--- src/hdl/rpio_pkg.sv ---
// Function
// - Twenty-four control inputs, each mapped to one function from a fixed list.
// - Input activity is ignored unless the local/remote state says remote.
// - Local/remote state changes only from the local operator interface.
// - An unmapped input has no effect at any level.
// - Carrier input issues the same on/off command as the local buttons.
// - Reset input triggers a full system reset like the local button.
// - Active power-step input steps power 100 W, repeating every half second.
// - Exciter input selects exciter A or B per its control mode.
// - Switchover input toggles switchover enable on each falling-edge activation by default.
// - Interface reboot input asserts a hardware watchdog reset of the operator interface.
// - Profile input makes its stored profile active when it activates.
// - Factory defaults: two carrier, two power-step, two exciter inputs, one switchover.
// - Falling-activate uses low or falling edge, rising-activate high or rising edge; the code acts on the edge only, never on a held level.
// - Falling-deactivate uses low or falling edge, rising-deactivate high or rising edge; the code acts on the edge only, never on a held level.
// - Toggle mode alternates the function on each edge of chosen polarity.
// - Two-edge modes activate on one polarity, deactivate on the other, both selectable.
// - Power-step inputs are level sensitive with polarity per increase and decrease.
// - Profile inputs are level sensitive with selectable active level.
// - Each input's sampled level is readable with its function and mode.
// - Twenty-four status outputs, each mapped to one condition from a list.
// - Each output drives low when condition true, or low when false, by choice.
// - Conditions: carrier, remote, exciter, switchover, profile active, program loss.
package rpio_pkg;

	// ----------------------------------------------------------------
	// Sizes and timing
	// ----------------------------------------------------------------
	localparam int NUM_CH = 24;
	localparam int CLK_HZ = 40000000;
	localparam int STEP_PERIOD_MS = 500;
	localparam int STEP_CYCLES = CLK_HZ / 1000 * STEP_PERIOD_MS;
	localparam logic [15:0] POWER_STEP_W = 16'h0064;
	localparam logic [15:0] POWER_MAX_W_DFLT = 16'h4E20;
	localparam logic [1:0] ARM_CYCLES = 2'h3;

	// ----------------------------------------------------------------
	// Register map (byte addresses)
	// ----------------------------------------------------------------
	localparam logic [8:0] IN_CFG_BASE = 9'h000;
	localparam logic [8:0] IN_CFG_LAST = 9'h05C;
	localparam logic [8:0] OUT_CFG_BASE = 9'h080;
	localparam logic [8:0] OUT_CFG_LAST = 9'h0DC;
	localparam logic [8:0] CTRL_ADDR = 9'h100;
	localparam logic [8:0] LEVEL_ADDR = 9'h104;
	localparam logic [8:0] STATE_ADDR = 9'h108;
	localparam logic [8:0] POWER_ADDR = 9'h10C;
	localparam logic [8:0] CMD_ADDR = 9'h110;

	// Field positions.
	localparam int CTRL_REMOTE_BIT = 0;
	localparam int CMD_CARRIER_ON_BIT = 0;
	localparam int CMD_CARRIER_OFF_BIT = 1;
	localparam int CMD_RESET_BIT = 2;

	// ----------------------------------------------------------------
	// Functions, modes, conditions
	// ----------------------------------------------------------------
	typedef enum logic [3:0] {
		FN_NONE = 4'h0, FN_CARRIER = 4'h1, FN_RESET = 4'h2, FN_POWER_INC = 4'h3,
		FN_POWER_DEC = 4'h4, FN_EXCITER = 4'h5, FN_AUTOSW = 4'h6, FN_WDOG = 4'h7,
		FN_PROFILE = 4'h8
	} rpio_func_t;

	typedef enum logic [3:0] {
		MD_FALL_ON = 4'h0, MD_RISE_ON = 4'h1, MD_FALL_OFF = 4'h2, MD_RISE_OFF = 4'h3,
		MD_FALL_TOG = 4'h4, MD_RISE_TOG = 4'h5, MD_RISE_ON_FALL_OFF = 4'h6,
		MD_FALL_ON_RISE_OFF = 4'h7, MD_ACT_HIGH = 4'h8, MD_ACT_LOW = 4'h9
	} rpio_mode_t;

	typedef enum logic [2:0] {
		CD_NONE = 3'h0, CD_CARRIER = 3'h1, CD_REMOTE = 3'h2, CD_EXCITER_A = 3'h3,
		CD_AUTOSW = 3'h4, CD_PROFILE = 3'h5, CD_PROG_LOSS = 3'h6
	} rpio_cond_t;

	typedef struct packed {
		logic [2:0] prof;
		rpio_mode_t mode;
		rpio_func_t func;
	} rpio_in_cfg_t;

	typedef struct packed {
		logic [2:0] prof;
		logic low_when_false;
		rpio_cond_t cond;
	} rpio_out_cfg_t;

	// Reset values of the control and state registers.
	localparam rpio_in_cfg_t IN_CFG_RST = '{3'h0, MD_FALL_ON, FN_NONE};
	localparam rpio_out_cfg_t OUT_CFG_RST = '{3'h0, 1'b0, CD_NONE};
	localparam logic [15:0] POWER_RST = 16'h0000;

	// Factory input assignments on the first seven channels.
	function automatic rpio_in_cfg_t rpio_in_dflt(input int ch);
		rpio_in_cfg_t c;
		c = IN_CFG_RST;
		case (ch)
			0: c = '{3'h0, MD_FALL_ON, FN_CARRIER};
			1: c = '{3'h0, MD_FALL_OFF, FN_CARRIER};
			2: c = '{3'h0, MD_ACT_LOW, FN_POWER_INC};
			3: c = '{3'h0, MD_ACT_LOW, FN_POWER_DEC};
			4: c = '{3'h0, MD_FALL_OFF, FN_EXCITER};
			5: c = '{3'h0, MD_FALL_ON, FN_EXCITER};
			6: c = '{3'h0, MD_FALL_TOG, FN_AUTOSW};
			default: c = IN_CFG_RST;
		endcase
		return c;
	endfunction

endpackage

--- src/hdl/rpio_top.sv ---
// Chosen here: the address-and-strobe port and the address map.
`timescale 1ns/100ps
`default_nettype none
module rpio_top
	import rpio_pkg::*;
#(
	parameter int STEP_CYC = STEP_CYCLES,
	parameter logic [15:0] POWER_MAX_W = POWER_MAX_W_DFLT
)
(
	// Clock and reset.
	input wire logic clk_sys,
	input wire logic rst_b,
	// Register port.
	input wire logic [8:0] reg_addr,
	input wire logic [31:0] reg_wdata,
	input wire logic reg_wr,
	input wire logic reg_rd,
	output logic [31:0] reg_rdata,
	// Remote parallel lines.
	input wire logic [23:0] remote_in,
	output logic [23:0] remote_out,
	// Transmitter status input.
	input wire logic prog_loss,
	// Transmitter controls.
	output logic carrier_req,
	output logic sys_reset,
	output logic wdog_reset,
	output logic exciter_b,
	output logic autosw_en,
	output logic [15:0] power_level,
	output logic profile_valid,
	output logic [2:0] profile_sel
);

	// ----------------------------------------------------------------
	// Register storage
	// ----------------------------------------------------------------
	rpio_in_cfg_t in_cfg_reg [0:NUM_CH-1];
	rpio_out_cfg_t out_cfg_reg [0:NUM_CH-1];
	logic remote_reg;
	logic [31:0] rdata_reg;
	logic [1:0] arm_reg;

	// Decoding of the register port.
	wire logic in_hit = (reg_addr >= IN_CFG_BASE) && (reg_addr <= IN_CFG_LAST);
	wire logic out_hit = (reg_addr >= OUT_CFG_BASE) && (reg_addr <= OUT_CFG_LAST);
	wire logic [4:0] reg_idx = reg_addr[6:2];
	wire logic word_ok = (reg_addr[1:0] == 2'h0);
	wire logic ctrl_wr = reg_wr && word_ok && (reg_addr == CTRL_ADDR);
	wire logic power_wr = reg_wr && word_ok && (reg_addr == POWER_ADDR);
	wire logic cmd_wr = reg_wr && word_ok && (reg_addr == CMD_ADDR);
	wire logic in_wr = reg_wr && word_ok && in_hit;
	wire logic out_wr = reg_wr && word_ok && out_hit;
	wire logic cmd_on = cmd_wr && reg_wdata[CMD_CARRIER_ON_BIT];
	wire logic cmd_off = cmd_wr && reg_wdata[CMD_CARRIER_OFF_BIT];
	wire logic cmd_reset = cmd_wr && reg_wdata[CMD_RESET_BIT];
	wire logic armed = (arm_reg == ARM_CYCLES);

	// ----------------------------------------------------------------
	// Per-channel sampling and event decode
	// ----------------------------------------------------------------
	logic [NUM_CH-1:0] ch_level;
	logic [NUM_CH-1:0] ch_act;
	logic [NUM_CH-1:0] ch_deact;
	logic [NUM_CH-1:0] ch_tog;
	logic [NUM_CH-1:0] ch_hold;

	genvar g;
	generate
		for (g = 0; g < NUM_CH; g++)
		begin : g_ch
			logic meta_reg;
			logic sync_reg;
			logic prev_reg;
			logic fresh_reg;
			wire logic cfg_wr = in_wr && (reg_idx == 5'(g));
			wire logic rise = sync_reg && !prev_reg;
			wire logic fall = !sync_reg && prev_reg;
			wire rpio_mode_t md = in_cfg_reg[g].mode;
			// Events are dropped while local, before arming, or right after a
			// reconfiguration, so a stale edge never acts under new settings.
			wire logic live = remote_reg && armed && !fresh_reg && !cfg_wr
				&& (in_cfg_reg[g].func != FN_NONE);
			wire logic a_e = ((md == MD_FALL_ON) && fall) || ((md == MD_RISE_ON) && rise)
				|| ((md == MD_RISE_ON_FALL_OFF) && rise)
				|| ((md == MD_FALL_ON_RISE_OFF) && fall);
			wire logic d_e = ((md == MD_FALL_OFF) && fall) || ((md == MD_RISE_OFF) && rise)
				|| ((md == MD_RISE_ON_FALL_OFF) && fall)
				|| ((md == MD_FALL_ON_RISE_OFF) && rise);
			wire logic t_e = ((md == MD_FALL_TOG) && fall)
				|| ((md == MD_RISE_TOG) && rise);
			wire logic h_l = ((md == MD_ACT_HIGH) && sync_reg)
				|| ((md == MD_ACT_LOW) && !sync_reg);

			// Two-stage synchroniser; only the second stage feeds the edge logic.
			always_ff @(posedge clk_sys or negedge rst_b)
			begin
				if (!rst_b)
				begin
					meta_reg <= 1'b0;
					sync_reg <= 1'b0;
					prev_reg <= 1'b0;
					fresh_reg <= 1'b0;
				end
				else
				begin
					meta_reg <= remote_in[g];
					sync_reg <= meta_reg;
					prev_reg <= sync_reg;
					fresh_reg <= cfg_wr;
				end
			end

			assign ch_level[g] = sync_reg;
			assign ch_act[g] = live && a_e;
			assign ch_deact[g] = live && d_e;
			assign ch_tog[g] = live && t_e;
			assign ch_hold[g] = live && h_l;
		end
	endgenerate

	// ----------------------------------------------------------------
	// Gathering of channel events per function
	// ----------------------------------------------------------------
	logic car_on;
	logic car_off;
	logic car_tog;
	logic rst_ev;
	logic inc_hold;
	logic dec_hold;
	logic exc_b;
	logic exc_a;
	logic exc_tog;
	logic asw_on;
	logic asw_off;
	logic asw_tog;
	logic wd_ev;
	logic prof_ev;
	logic [2:0] prof_idx;

	// Lowest channel wins when several profile inputs are active together.
	always_comb
	begin
		car_on = 1'b0;
		car_off = 1'b0;
		car_tog = 1'b0;
		rst_ev = 1'b0;
		inc_hold = 1'b0;
		dec_hold = 1'b0;
		exc_b = 1'b0;
		exc_a = 1'b0;
		exc_tog = 1'b0;
		asw_on = 1'b0;
		asw_off = 1'b0;
		asw_tog = 1'b0;
		wd_ev = 1'b0;
		prof_ev = 1'b0;
		prof_idx = 3'h0;
		for (int i = NUM_CH - 1; i >= 0; i--)
		begin
			case (in_cfg_reg[i].func)
				FN_CARRIER:
				begin
					car_on = car_on | ch_act[i];
					car_off = car_off | ch_deact[i];
					car_tog = car_tog | ch_tog[i];
				end
				FN_RESET: rst_ev = rst_ev | ch_act[i] | ch_tog[i] | ch_hold[i];
				FN_POWER_INC: inc_hold = inc_hold | ch_hold[i];
				FN_POWER_DEC: dec_hold = dec_hold | ch_hold[i];
				FN_EXCITER:
				begin
					exc_b = exc_b | ch_act[i];
					exc_a = exc_a | ch_deact[i];
					exc_tog = exc_tog | ch_tog[i];
				end
				FN_AUTOSW:
				begin
					asw_on = asw_on | ch_act[i];
					asw_off = asw_off | ch_deact[i];
					asw_tog = asw_tog | ch_tog[i];
				end
				FN_WDOG: wd_ev = wd_ev | ch_act[i] | ch_tog[i] | ch_hold[i];
				FN_PROFILE:
				begin
					if (ch_act[i] || ch_tog[i] || ch_hold[i])
					begin
						prof_ev = 1'b1;
						prof_idx = in_cfg_reg[i].prof;
					end
				end
				default: ;
			endcase
		end
	end

	// ----------------------------------------------------------------
	// Transmitter state
	// ----------------------------------------------------------------
	logic carrier_reg;
	logic sys_reset_reg;
	logic wdog_reg;
	logic exciter_b_reg;
	logic autosw_reg;
	logic [15:0] power_reg;
	logic prof_valid_reg;
	logic [2:0] prof_reg;
	logic [24:0] step_cnt_reg;

	// Off wins over on, matching a panel where both buttons are pressed.
	wire logic carrier_next = (car_off || cmd_off) ? 1'b0
		: (car_on || cmd_on) ? 1'b1
		: car_tog ? !carrier_reg : carrier_reg;
	wire logic exciter_next = exc_a ? 1'b0 : exc_b ? 1'b1
		: exc_tog ? !exciter_b_reg : exciter_b_reg;
	wire logic autosw_next = asw_off ? 1'b0 : asw_on ? 1'b1
		: asw_tog ? !autosw_reg : autosw_reg;

	// Power stepping: first step at once, then one step per period held.
	// Opposing inputs held together cancel rather than fight.
	wire logic step_req = inc_hold ^ dec_hold;
	wire logic step_now = step_req && (step_cnt_reg == 25'h0);
	wire logic [15:0] power_up = (power_reg > POWER_MAX_W - POWER_STEP_W) ? POWER_MAX_W
		: power_reg + POWER_STEP_W;
	wire logic [15:0] power_dn = (power_reg < POWER_STEP_W) ? 16'h0000
		: power_reg - POWER_STEP_W;
	wire logic [15:0] power_next = power_wr ? reg_wdata[15:0]
		: !step_now ? power_reg
		: inc_hold ? power_up : power_dn;
	wire logic [24:0] step_cnt_next = !step_req ? 25'h0
		: step_now ? 25'(STEP_CYC - 1) : step_cnt_reg - 25'h1;

	always_ff @(posedge clk_sys or negedge rst_b)
	begin
		if (!rst_b)
		begin
			carrier_reg <= 1'b0;
			sys_reset_reg <= 1'b0;
			wdog_reg <= 1'b0;
			exciter_b_reg <= 1'b0;
			autosw_reg <= 1'b0;
			power_reg <= POWER_RST;
			prof_valid_reg <= 1'b0;
			prof_reg <= 3'h0;
			step_cnt_reg <= 25'h0;
			arm_reg <= 2'h0;
		end
		else
		begin
			carrier_reg <= carrier_next;
			sys_reset_reg <= rst_ev || cmd_reset;
			wdog_reg <= wd_ev;
			exciter_b_reg <= exciter_next;
			autosw_reg <= autosw_next;
			power_reg <= power_next;
			step_cnt_reg <= step_cnt_next;
			if (prof_ev)
			begin
				prof_valid_reg <= 1'b1;
				prof_reg <= prof_idx;
			end
			if (!armed)
				arm_reg <= arm_reg + 2'h1;
		end
	end

	// ----------------------------------------------------------------
	// Configuration registers
	// ----------------------------------------------------------------
	// The whole word is stored in one edge, so a channel never runs on a
	// mix of old function and new mode.
	always_ff @(posedge clk_sys or negedge rst_b)
	begin
		if (!rst_b)
		begin
			for (int i = 0; i < NUM_CH; i++)
			begin
				in_cfg_reg[i] <= rpio_in_dflt(i);
				out_cfg_reg[i] <= OUT_CFG_RST;
			end
			remote_reg <= 1'b0;
		end
		else
		begin
			if (in_wr)
				in_cfg_reg[reg_idx] <= rpio_in_cfg_t'(reg_wdata[10:0]);
			if (out_wr)
				out_cfg_reg[reg_idx] <= rpio_out_cfg_t'(reg_wdata[6:0]);
			// Only the local operator port reaches this bit; no input function can.
			if (ctrl_wr)
				remote_reg <= reg_wdata[CTRL_REMOTE_BIT];
		end
	end

	// ----------------------------------------------------------------
	// Status outputs
	// ----------------------------------------------------------------
	logic [NUM_CH-1:0] cond_true;
	logic [NUM_CH-1:0] out_next;
	logic [23:0] dout_reg;

	always_comb
	begin
		for (int i = 0; i < NUM_CH; i++)
		begin
			case (out_cfg_reg[i].cond)
				CD_CARRIER: cond_true[i] = carrier_reg;
				CD_REMOTE: cond_true[i] = remote_reg;
				CD_EXCITER_A: cond_true[i] = !exciter_b_reg;
				CD_AUTOSW: cond_true[i] = autosw_reg;
				CD_PROFILE: cond_true[i] = prof_valid_reg && (prof_reg == out_cfg_reg[i].prof);
				CD_PROG_LOSS: cond_true[i] = prog_loss;
				default: cond_true[i] = 1'b0;
			endcase
			// Low when true unless the channel asks for low when false.
			out_next[i] = out_cfg_reg[i].low_when_false ? cond_true[i]
				: !cond_true[i];
		end
	end

	always_ff @(posedge clk_sys or negedge rst_b)
	begin
		if (!rst_b)
			dout_reg <= 24'hFFFFFF;
		else
			dout_reg <= out_next;
	end

	// ----------------------------------------------------------------
	// Read path
	// ----------------------------------------------------------------
	wire logic [31:0] state_word = {8'h00, power_reg, prof_reg, prof_valid_reg,
		autosw_reg, exciter_b_reg, remote_reg, carrier_reg};
	wire logic [31:0] rd_mux = !word_ok ? 32'h0
		: in_hit ? {21'h0, in_cfg_reg[reg_idx]}
		: out_hit ? {25'h0, out_cfg_reg[reg_idx]}
		: (reg_addr == CTRL_ADDR) ? {31'h0, remote_reg}
		: (reg_addr == LEVEL_ADDR) ? {8'h00, ch_level}
		: (reg_addr == STATE_ADDR) ? state_word
		: (reg_addr == POWER_ADDR) ? {16'h0000, power_reg}
		: 32'h0;

	// Read data stand only in the cycle after the strobe.
	always_ff @(posedge clk_sys or negedge rst_b)
	begin
		if (!rst_b)
			rdata_reg <= 32'h0;
		else
			rdata_reg <= reg_rd ? rd_mux : 32'h0;
	end

	assign reg_rdata = rdata_reg;
	assign remote_out = dout_reg;
	assign carrier_req = carrier_reg;
	assign sys_reset = sys_reset_reg;
	assign wdog_reset = wdog_reg;
	assign exciter_b = exciter_b_reg;
	assign autosw_en = autosw_reg;
	assign power_level = power_reg;
	assign profile_valid = prof_valid_reg;
	assign profile_sel = prof_reg;

endmodule
`default_nettype wire

--- config.mk ---
export PLATFORM = sky130hd
export DESIGN_NAME = rpio_top
export DESIGN_NICKNAME = d
export VERILOG_FILES = /design/src/hdl/rpio_pkg.sv /design/src/hdl/rpio_top.sv
export SDC_FILE = /design/constraint.sdc
export NUM_CORES = 2
export LEC_CHECK = 0
export ABC_AREA = 1
export BUFFER_PORTS_ARGS = -buffer_cell sky130_fd_sc_hd__buf_2
export CORE_ASPECT_RATIO = 0.6
export CORE_UTILIZATION = 26
export CTS_CLUSTER_SIZE = 28
export DETAILED_ROUTE_END_ITERATION = 12
export GPL_TIMING_DRIVEN = 0
export HOLD_SLACK_MARGIN = 0.08
export PLACE_DENSITY = 0.37
export SLEW_MARGIN = 20
export SYNTH_ARGS = -nofsm -noshare
export SYNTH_HDL_FRONTEND = slang
export SYNTH_SLANG_ARGS = --single-unit
export TNS_END_PERCENT = 10
--- constraint.sdc ---
create_clock -name clk_sys -period 3.75 [get_ports clk_sys]
set_clock_uncertainty 0.15 [all_clocks]
set_input_delay 0.75 -clock clk_sys [delete_from_list [all_inputs] [get_ports clk_sys]]
set_output_delay 0.75 -clock clk_sys [all_outputs]
set_load 0.05 [all_outputs]
# After elaboration in Yosys (flattened, before gate mapping)
# Cells that the tools add are included.
dict set report totals {
  regBits 629
  latchBits 0
  ramBits 0
  rom_bits 0
  out_inout_bits 81
  word_cells 2744
  mem_count 0
}
dict set report classes {
  add_sub_neg 4
  multipliers 0
  div 0
  n_lt_le_gt_ge 8
  eq_ne 605
  n_shift 0
  n_mux 492
  n_bitwise 395
  reduce_logical 987
}
# operator n
set ops {}
lappend ops {{equality test 4 x 3 -> 1 bit, second input constant} 192}
lappend ops {{logical AND 1 bit} 566}
lappend ops {{2-to-1 mux 1 bit} 393}
lappend ops {{bitwise OR 1 bit} 393}
lappend ops {{equality test 4 x 2 -> 1 bit, second input constant} 96}
lappend ops {{equality test 4 bit, second input constant} 72}
lappend ops {{bitwise mux 264 bit} 1}
lappend ops {{logical OR 1 bit} 243}
lappend ops {{equality test 3 bit, second input constant} 72}
lappend ops {{equality test 4 x 1 -> 1 bit, second input constant} 48}
lappend ops {{bitwise mux 168 bit} 1}
lappend ops {{2-to-1 mux 24 bit} 7}
lappend ops {{equality test 3 x 2 -> 1 bit, second input constant} 48}
lappend ops {{2-to-1 mux 3 bit} 48}
lappend ops {{one-hot mux 1 bit (6 select lines)} 24}
lappend ops {{logical NOT 1 bit} 123}
lappend ops {{logical NOT 4 bit} 24}
lappend ops {{2-to-1 mux 16 bit} 6}
lappend ops {{nonzero test 4 bit} 24}
lappend ops {{equality test 3 x 1 -> 1 bit, second input constant} 24}
lappend ops {{equality test 3 bit} 24}
lappend ops {{binary-select mux 11 bit (select 5 bit)} 1}
lappend ops {{demux 11 bit (select 5 bit)} 1}
lappend ops {{2-to-1 mux 25 bit} 2}
lappend ops {{30 further kinds} 58}

# Depth between registers and ports, before layout
dict set report logic_depth {
  ltp_word 104
  depth_mapped 36
}

# Worst setup path after synthesis
# OpenSTA, ideal clock, no wires.
dict set report synth_path {
  path_kind {input -> register}
  from {in reg_addr[6]}
  to {reg power_reg[14] (netlist: power_level[14])}
  arrival_ns 3.355
  required_time_ns 3.476
  path_slack_ns 0.121
  stages 23
  n_path_buf 2
  cell_sequence {buf_4 -> nand3_2 -> o21ai_2 -> nand2_4 -> nor2_8 -> buf_8 -> nand2_1 -> o211ai_1 -> inv_2 -> nand2_1 -> nor3_1 -> nor4_1 -> nand2_1 -> nor2_1 -> nand2_2 -> xor2_4 -> inv_2 -> nand2_1 -> nand2_2 -> inv_2 -> nor2_1 -> o21ai_1 -> o21ai_1}
}
dict set report synth_between {
  elab_chain_cells 58
  word_cells_on_any_way 250
  cone_classes {order compare (2); eq/ne (24); mux (51); bitwise (47); reduce/logical (126)}
}
# element line
set synth_lines {}
lappend synth_lines {{start, declared} rpio_top.sv:15} ;# input wire logic [8:0] reg_addr,
lappend synth_lines {{>= comparator 9 x 1 -> 1 bit / <= comparator 9 x 7 -> 1 bit (equally long branches)} rpio_top.sv:46} ;# wire logic in_hit = (reg_addr >= IN_CFG_BASE) && (reg_addr <= IN_CFG_LAST);
lappend synth_lines {{logical AND 1 bit} rpio_top.sv:46}
lappend synth_lines {{logical AND 1 bit} rpio_top.sv:53} ;# wire logic in_wr = reg_wr && word_ok && in_hit;
lappend synth_lines {{logical AND 1 bit} rpio_top.sv:77} ;# wire logic cfg_wr = in_wr && (reg_idx == 5'(g));
lappend synth_lines {{logical NOT 1 bit} rpio_top.sv:83} ;# wire logic live = remote_reg && armed && !fresh_reg && !cfg_wr
lappend synth_lines {{logical AND 1 bit} rpio_top.sv:83}
lappend synth_lines {{logical AND 1 bit} rpio_top.sv:84} ;# && (in_cfg_reg[g].func != FN_NONE);
lappend synth_lines {{logical AND 1 bit} rpio_top.sv:119} ;# assign ch_hold[g] = live && h_l;
lappend synth_lines {{[... 42 more ...]} n/a}
lappend synth_lines {{2-to-1 mux 1 bit} rpio_top.sv:162} ;# case (in_cfg_reg[i].func)
lappend synth_lines {{bitwise OR 1 bit, on equally long branches} {rpio_top.sv:170, rpio_top.sv:171}}
lappend synth_lines {{2-to-1 mux 1 bit} rpio_top.sv:162}
lappend synth_lines {{bitwise OR 1 bit, on equally long branches} {rpio_top.sv:170, rpio_top.sv:171}}
lappend synth_lines {{2-to-1 mux 1 bit} rpio_top.sv:162}
lappend synth_lines {{2-to-1 mux 16 bit / XOR 1 bit (equally long branches)} {rpio_top.sv:230, rpio_top.sv:222}}
lappend synth_lines {{2-to-1 mux 16 bit / logical AND 1 bit (equally long branches)} {rpio_top.sv:229, rpio_top.sv:223}}
lappend synth_lines {{2-to-1 mux 16 bit / nonzero test 2 bit (equally long branches)} n/a}
lappend synth_lines {{end signal, assigned} rpio_top.sv:256} ;# power_reg <= power_next;
lappend synth_lines {{end, declared} rpio_top.sv:206} ;# logic [15:0] power_reg;
# Parallel ways exist; a longest one is shown, timed or not. The select of a mux whose other input is x is not followed.
# A chain may end at the register's enable or synchronous reset.

# Worst setup path after layout
dict set report layout_path {
  from {in reg_addr[3]}
  to {reg prof_reg[0] (netlist: profile_sel[0])}
}
dict set report layout_between {
  elab_chain_cells 58
  word_cells_on_any_way 340
  cone_classes {order compare (2); eq/ne (23); mux (96); reduce/logical (219)}
}
# element line
set layout_lines {}
lappend layout_lines {{>= comparator 9 x 1 -> 1 bit / <= comparator 9 x 7 -> 1 bit (equally long branches)} rpio_top.sv:46}
lappend layout_lines {{logical AND 1 bit} rpio_top.sv:46}
lappend layout_lines {{logical AND 1 bit} rpio_top.sv:53}
lappend layout_lines {{logical AND 1 bit} rpio_top.sv:77}
lappend layout_lines {{logical NOT 1 bit} rpio_top.sv:83}
lappend layout_lines {{logical AND 1 bit} rpio_top.sv:83}
lappend layout_lines {{logical AND 1 bit} rpio_top.sv:84}
lappend layout_lines {{logical AND 1 bit, on equally long branches} {rpio_top.sv:116, rpio_top.sv:118}}
lappend layout_lines {{[... 42 more ...]} n/a}
lappend layout_lines {{2-to-1 mux 3 bit / 2-to-1 mux 1 bit (equally long branches)} rpio_top.sv:187} ;# if (ch_act[i] || ch_tog[i] || ch_hold[i])
lappend layout_lines {{2-to-1 mux 3 bit / 2-to-1 mux 1 bit (equally long branches)} rpio_top.sv:162}
lappend layout_lines {{2-to-1 mux 3 bit / 2-to-1 mux 1 bit (equally long branches)} rpio_top.sv:187}
lappend layout_lines {{2-to-1 mux 3 bit / 2-to-1 mux 1 bit (equally long branches)} rpio_top.sv:162}
lappend layout_lines {{2-to-1 mux 3 bit / 2-to-1 mux 1 bit (equally long branches)} rpio_top.sv:187}
lappend layout_lines {{2-to-1 mux 3 bit / 2-to-1 mux 1 bit (equally long branches)} rpio_top.sv:162}
lappend layout_lines {{2-to-1 mux 3 bit / 2-to-1 mux 1 bit (equally long branches)} rpio_top.sv:187}
lappend layout_lines {{2-to-1 mux 3 bit / 2-to-1 mux 1 bit (equally long branches)} rpio_top.sv:162}
lappend layout_lines {{end signal, assigned} rpio_top.sv:261} ;# prof_reg <= prof_idx;
lappend layout_lines {{end, declared} rpio_top.sv:208} ;# logic [2:0] prof_reg;
# Parallel ways exist; a longest one is shown, timed or not.

==> impl_metrics.json <==
{
  "fin_hold_ws_ns": 0.152,
  "vias": 41300,
  "drive_gt1_frac": 0.152,
  "outcome": "finished with violations",
  "pre_cts_slack_ns": -3.07,
  "cp_top_family": "simple AND/OR/NAND/NOR gates",
  "die-area_um2": 143000,
  "grt_pass1_vias": 36900,
  "wire_per_inst_um": 32.9,
  "clock-sinks": 629,
  "finalMaxSlewViolations": 0,
  "max-vdd-ir-drop_uv": 299,
  "firstDrtPassIters": 6,
  "yosysWarnings": 0,
  "start_kind": "primary input",
  "worstPathRequired_ns": 4.21,
  "dp_cells": 7038,
  "grtUsageTotal": 0.330,
  "cts_tree": "done",
  "worstMarginPinSlew_ns": 1.31,
  "layout.nets": 5420,
  "synth.top_cell.area_share": 0.399,
  "arrival_ns": 4.48,
  "ctsHtreeMaxLevel": 3,
  "synth_cell_type_count": 70,
  "cpMaxStageDelayCell": "nand4_1",
  "wirelength_mm": 240,
  "tns_ns": -2.87,
  "finalCriticalPeriod_ns": 4.02,
  "fin_cells": 7302,
  "finalSetupViolCount": 31,
  "utilization": 0.330,
  "syn_area_um2": 36800,
  "hpwl_mm": 189,
  "total_power_mw": 17.2,
  "rsz0062_at_grt": "true",
  "drt_iter0_drc": 6373,
  "clk_latency_ns": 0.71,
  "die_x_um": 488,
  "detail-route-antenna-nets": 0,
  "path_class": "in -> reg",
  "violations": "setup timing",
  "crit_chain": "buf_2 > nand2_4 > o21ai_4 > nand2_4 > nor2_8 > buf_12 > inv_4 > nor2_4 > nor2_2 > inv_2 > nor2_1 > o2111ai_4 > inv_2 > buf_4 > nor3_4 > nor2_2 > clkinvlp_4 > nand4_1 > nor4_4 > nand2_2 > o21a_1 > a21oi_4",
  "yosys.area.top_type": "dfrtp_1",
  "antenna_found_initial": 16,
  "fin_crit_sh": 1.07,
  "cp_num_buf_inv": 7,
  "gr-total-overflow": 0,
  "die_y_um": 293,
  "maxCapViolCount": 0,
  "min_path_type": "in -> reg",
  "root_buffer": "clkbuf_16",
  "clkTransAtPathRegs_ns": 0.06,
  "p_per_area_nw_per_um2": 374,
  "numCtsBuffers": 73,
  "start_util": 0.263,
  "synth_seq_cells": 629,
  "route.detailed.drc": 0,
  "synth_edf_count": 0,
  "slowest_delay_ns": 0.44,
  "gpl.final_weighted_congestion": 1.02,
  "std_cell_rows": 106,
  "final_area_um2": 46100,
  "hold_viol": 0,
  "synth_ff_type": "dfrtp_1",
  "syn_to_final_growth_pct": 25.3,
  "slew_headroom": 0.123,
  "fin_ws_ns": -0.265,
  "via_per_inst": 5.65,
  "ys_top_cells_by_area": "dfrtp_1 40%, nand2_1 11%, o21ai_0 8.6%",
  "max_freq_mhz": 249,
  "synth_common_cells": "1,072 x nand2_1, 642 x inv_1, 629 x o21ai_0",
  "placed_area_um2": 40700,
  "p_leak_nw": 20.5,
  "synth.avg_cell_area_um2": 7.38,
  "numPortBuffers": 124,
  "clockBufferDepth": 3,
  "syn-instance-count": 4985,
  "async_flop_share": 1.00,
  "core-area_um2": 140000,
  "yosysMostFrequentCell": "nand2_1",
  "end_kind": "flip-flop",
  "grt_max_degree": 86,
  "grt_first_pass_wirelength_mm": 323,
  "seq_area_frac_synth": 0.429,
  "io_pins": 151,
  "critPathMaxFanout": 6
}
[cell type report]
class,count,area [µm²]
plain buffers,242,1160
clock buffers,103,2100
diodes,7,17.5
inverters,663,2530
multi-input cells,3456,19200
clock inverters,31,402
flip-flops and latches,629,15800
well taps,1890,2360
fillers,15100,93800
repair buffers,281,2530
[final timing paths]
kind / startpoint / endpoint / slack (ns) / depth (start not counted)
min in group asynchronous: rst_b / out_cfg_reg[113] / 0.38 / 2
setup / recovery: reg_addr[3] / profile_sel[0] / -0.27 / 22
hold / removal: reg_wdata[14] / power_level[14] / 0.15 / 3
hold reg to reg: g_ch[3].meta_reg / g_ch[3].sync_reg / 0.20 / 0
setup reg to reg: profile_sel[1] / reg_rdata[6] / -0.20 / 9
max in group asynchronous: rst_b / in_cfg_reg[89] / 0.57 / 7
[power by group]
group | switching (mW) | total [mW] | internal [mW]
sequential | 0.263 | 7.24 | 6.98
combinational | 1.67 | 2.18 | 0.508
clock | 3.39 | 7.82 | 4.43
total | 5.32 | 17.2 | 11.9
[logic make-up after synthesis]
logic type	share of synthesized area
buf+inv	0.0942
simple gates	0.239
other cells	0.000102
flops	0.429
compound gates	0.212
fa+ha+maj	0.00136
xor+xnor	0.0241
mux	0.000306
[what timing repair did]
action / CTS / global route
hold buffers: 25 / 0
endpoints found under the hold margin: 68 / 0
pin swaps: 77 / 69
gates cloned: 3 / 0
buffers inserted: 75 / 20
gates resized for setup: 327 / 110
setup endpoints to repair: 59 / 51
[tightest hold or removal path, cell delays in order]
cell and delay [ns]:
buf_2 0.08, o21ai_1 0.06, o21ai_1 0.06
[cells in the final DEF (no fill, tap or decap), types with 51 or more instances in the layout]
master       n
buf_4       98
clkbuf_1   166
nand2_1    993
clkbuf_16   77
inv_1      624
o221ai_1    51
a21oi_1     77
buf_2      132
nand3_1    183
dfrtp_1    581
nor3_1     135
nor2_1     405
o21ai_0    618
o22ai_1    152
xor2_1      60
a22oi_1     70
nand4_1     88
[layer usage]
metal  up-vias  track usage  share of wire  wire [µm]
met5         -            0       0.000058         14
met4         2       0.0827          0.029       7060
met3       276        0.111           0.13      31500
met2      2495        0.382           0.34      80400
met1     20800        0.543           0.50     121000
li1      17700            -              -          -
No activity file was read; power rests on OpenSTA's default activity.
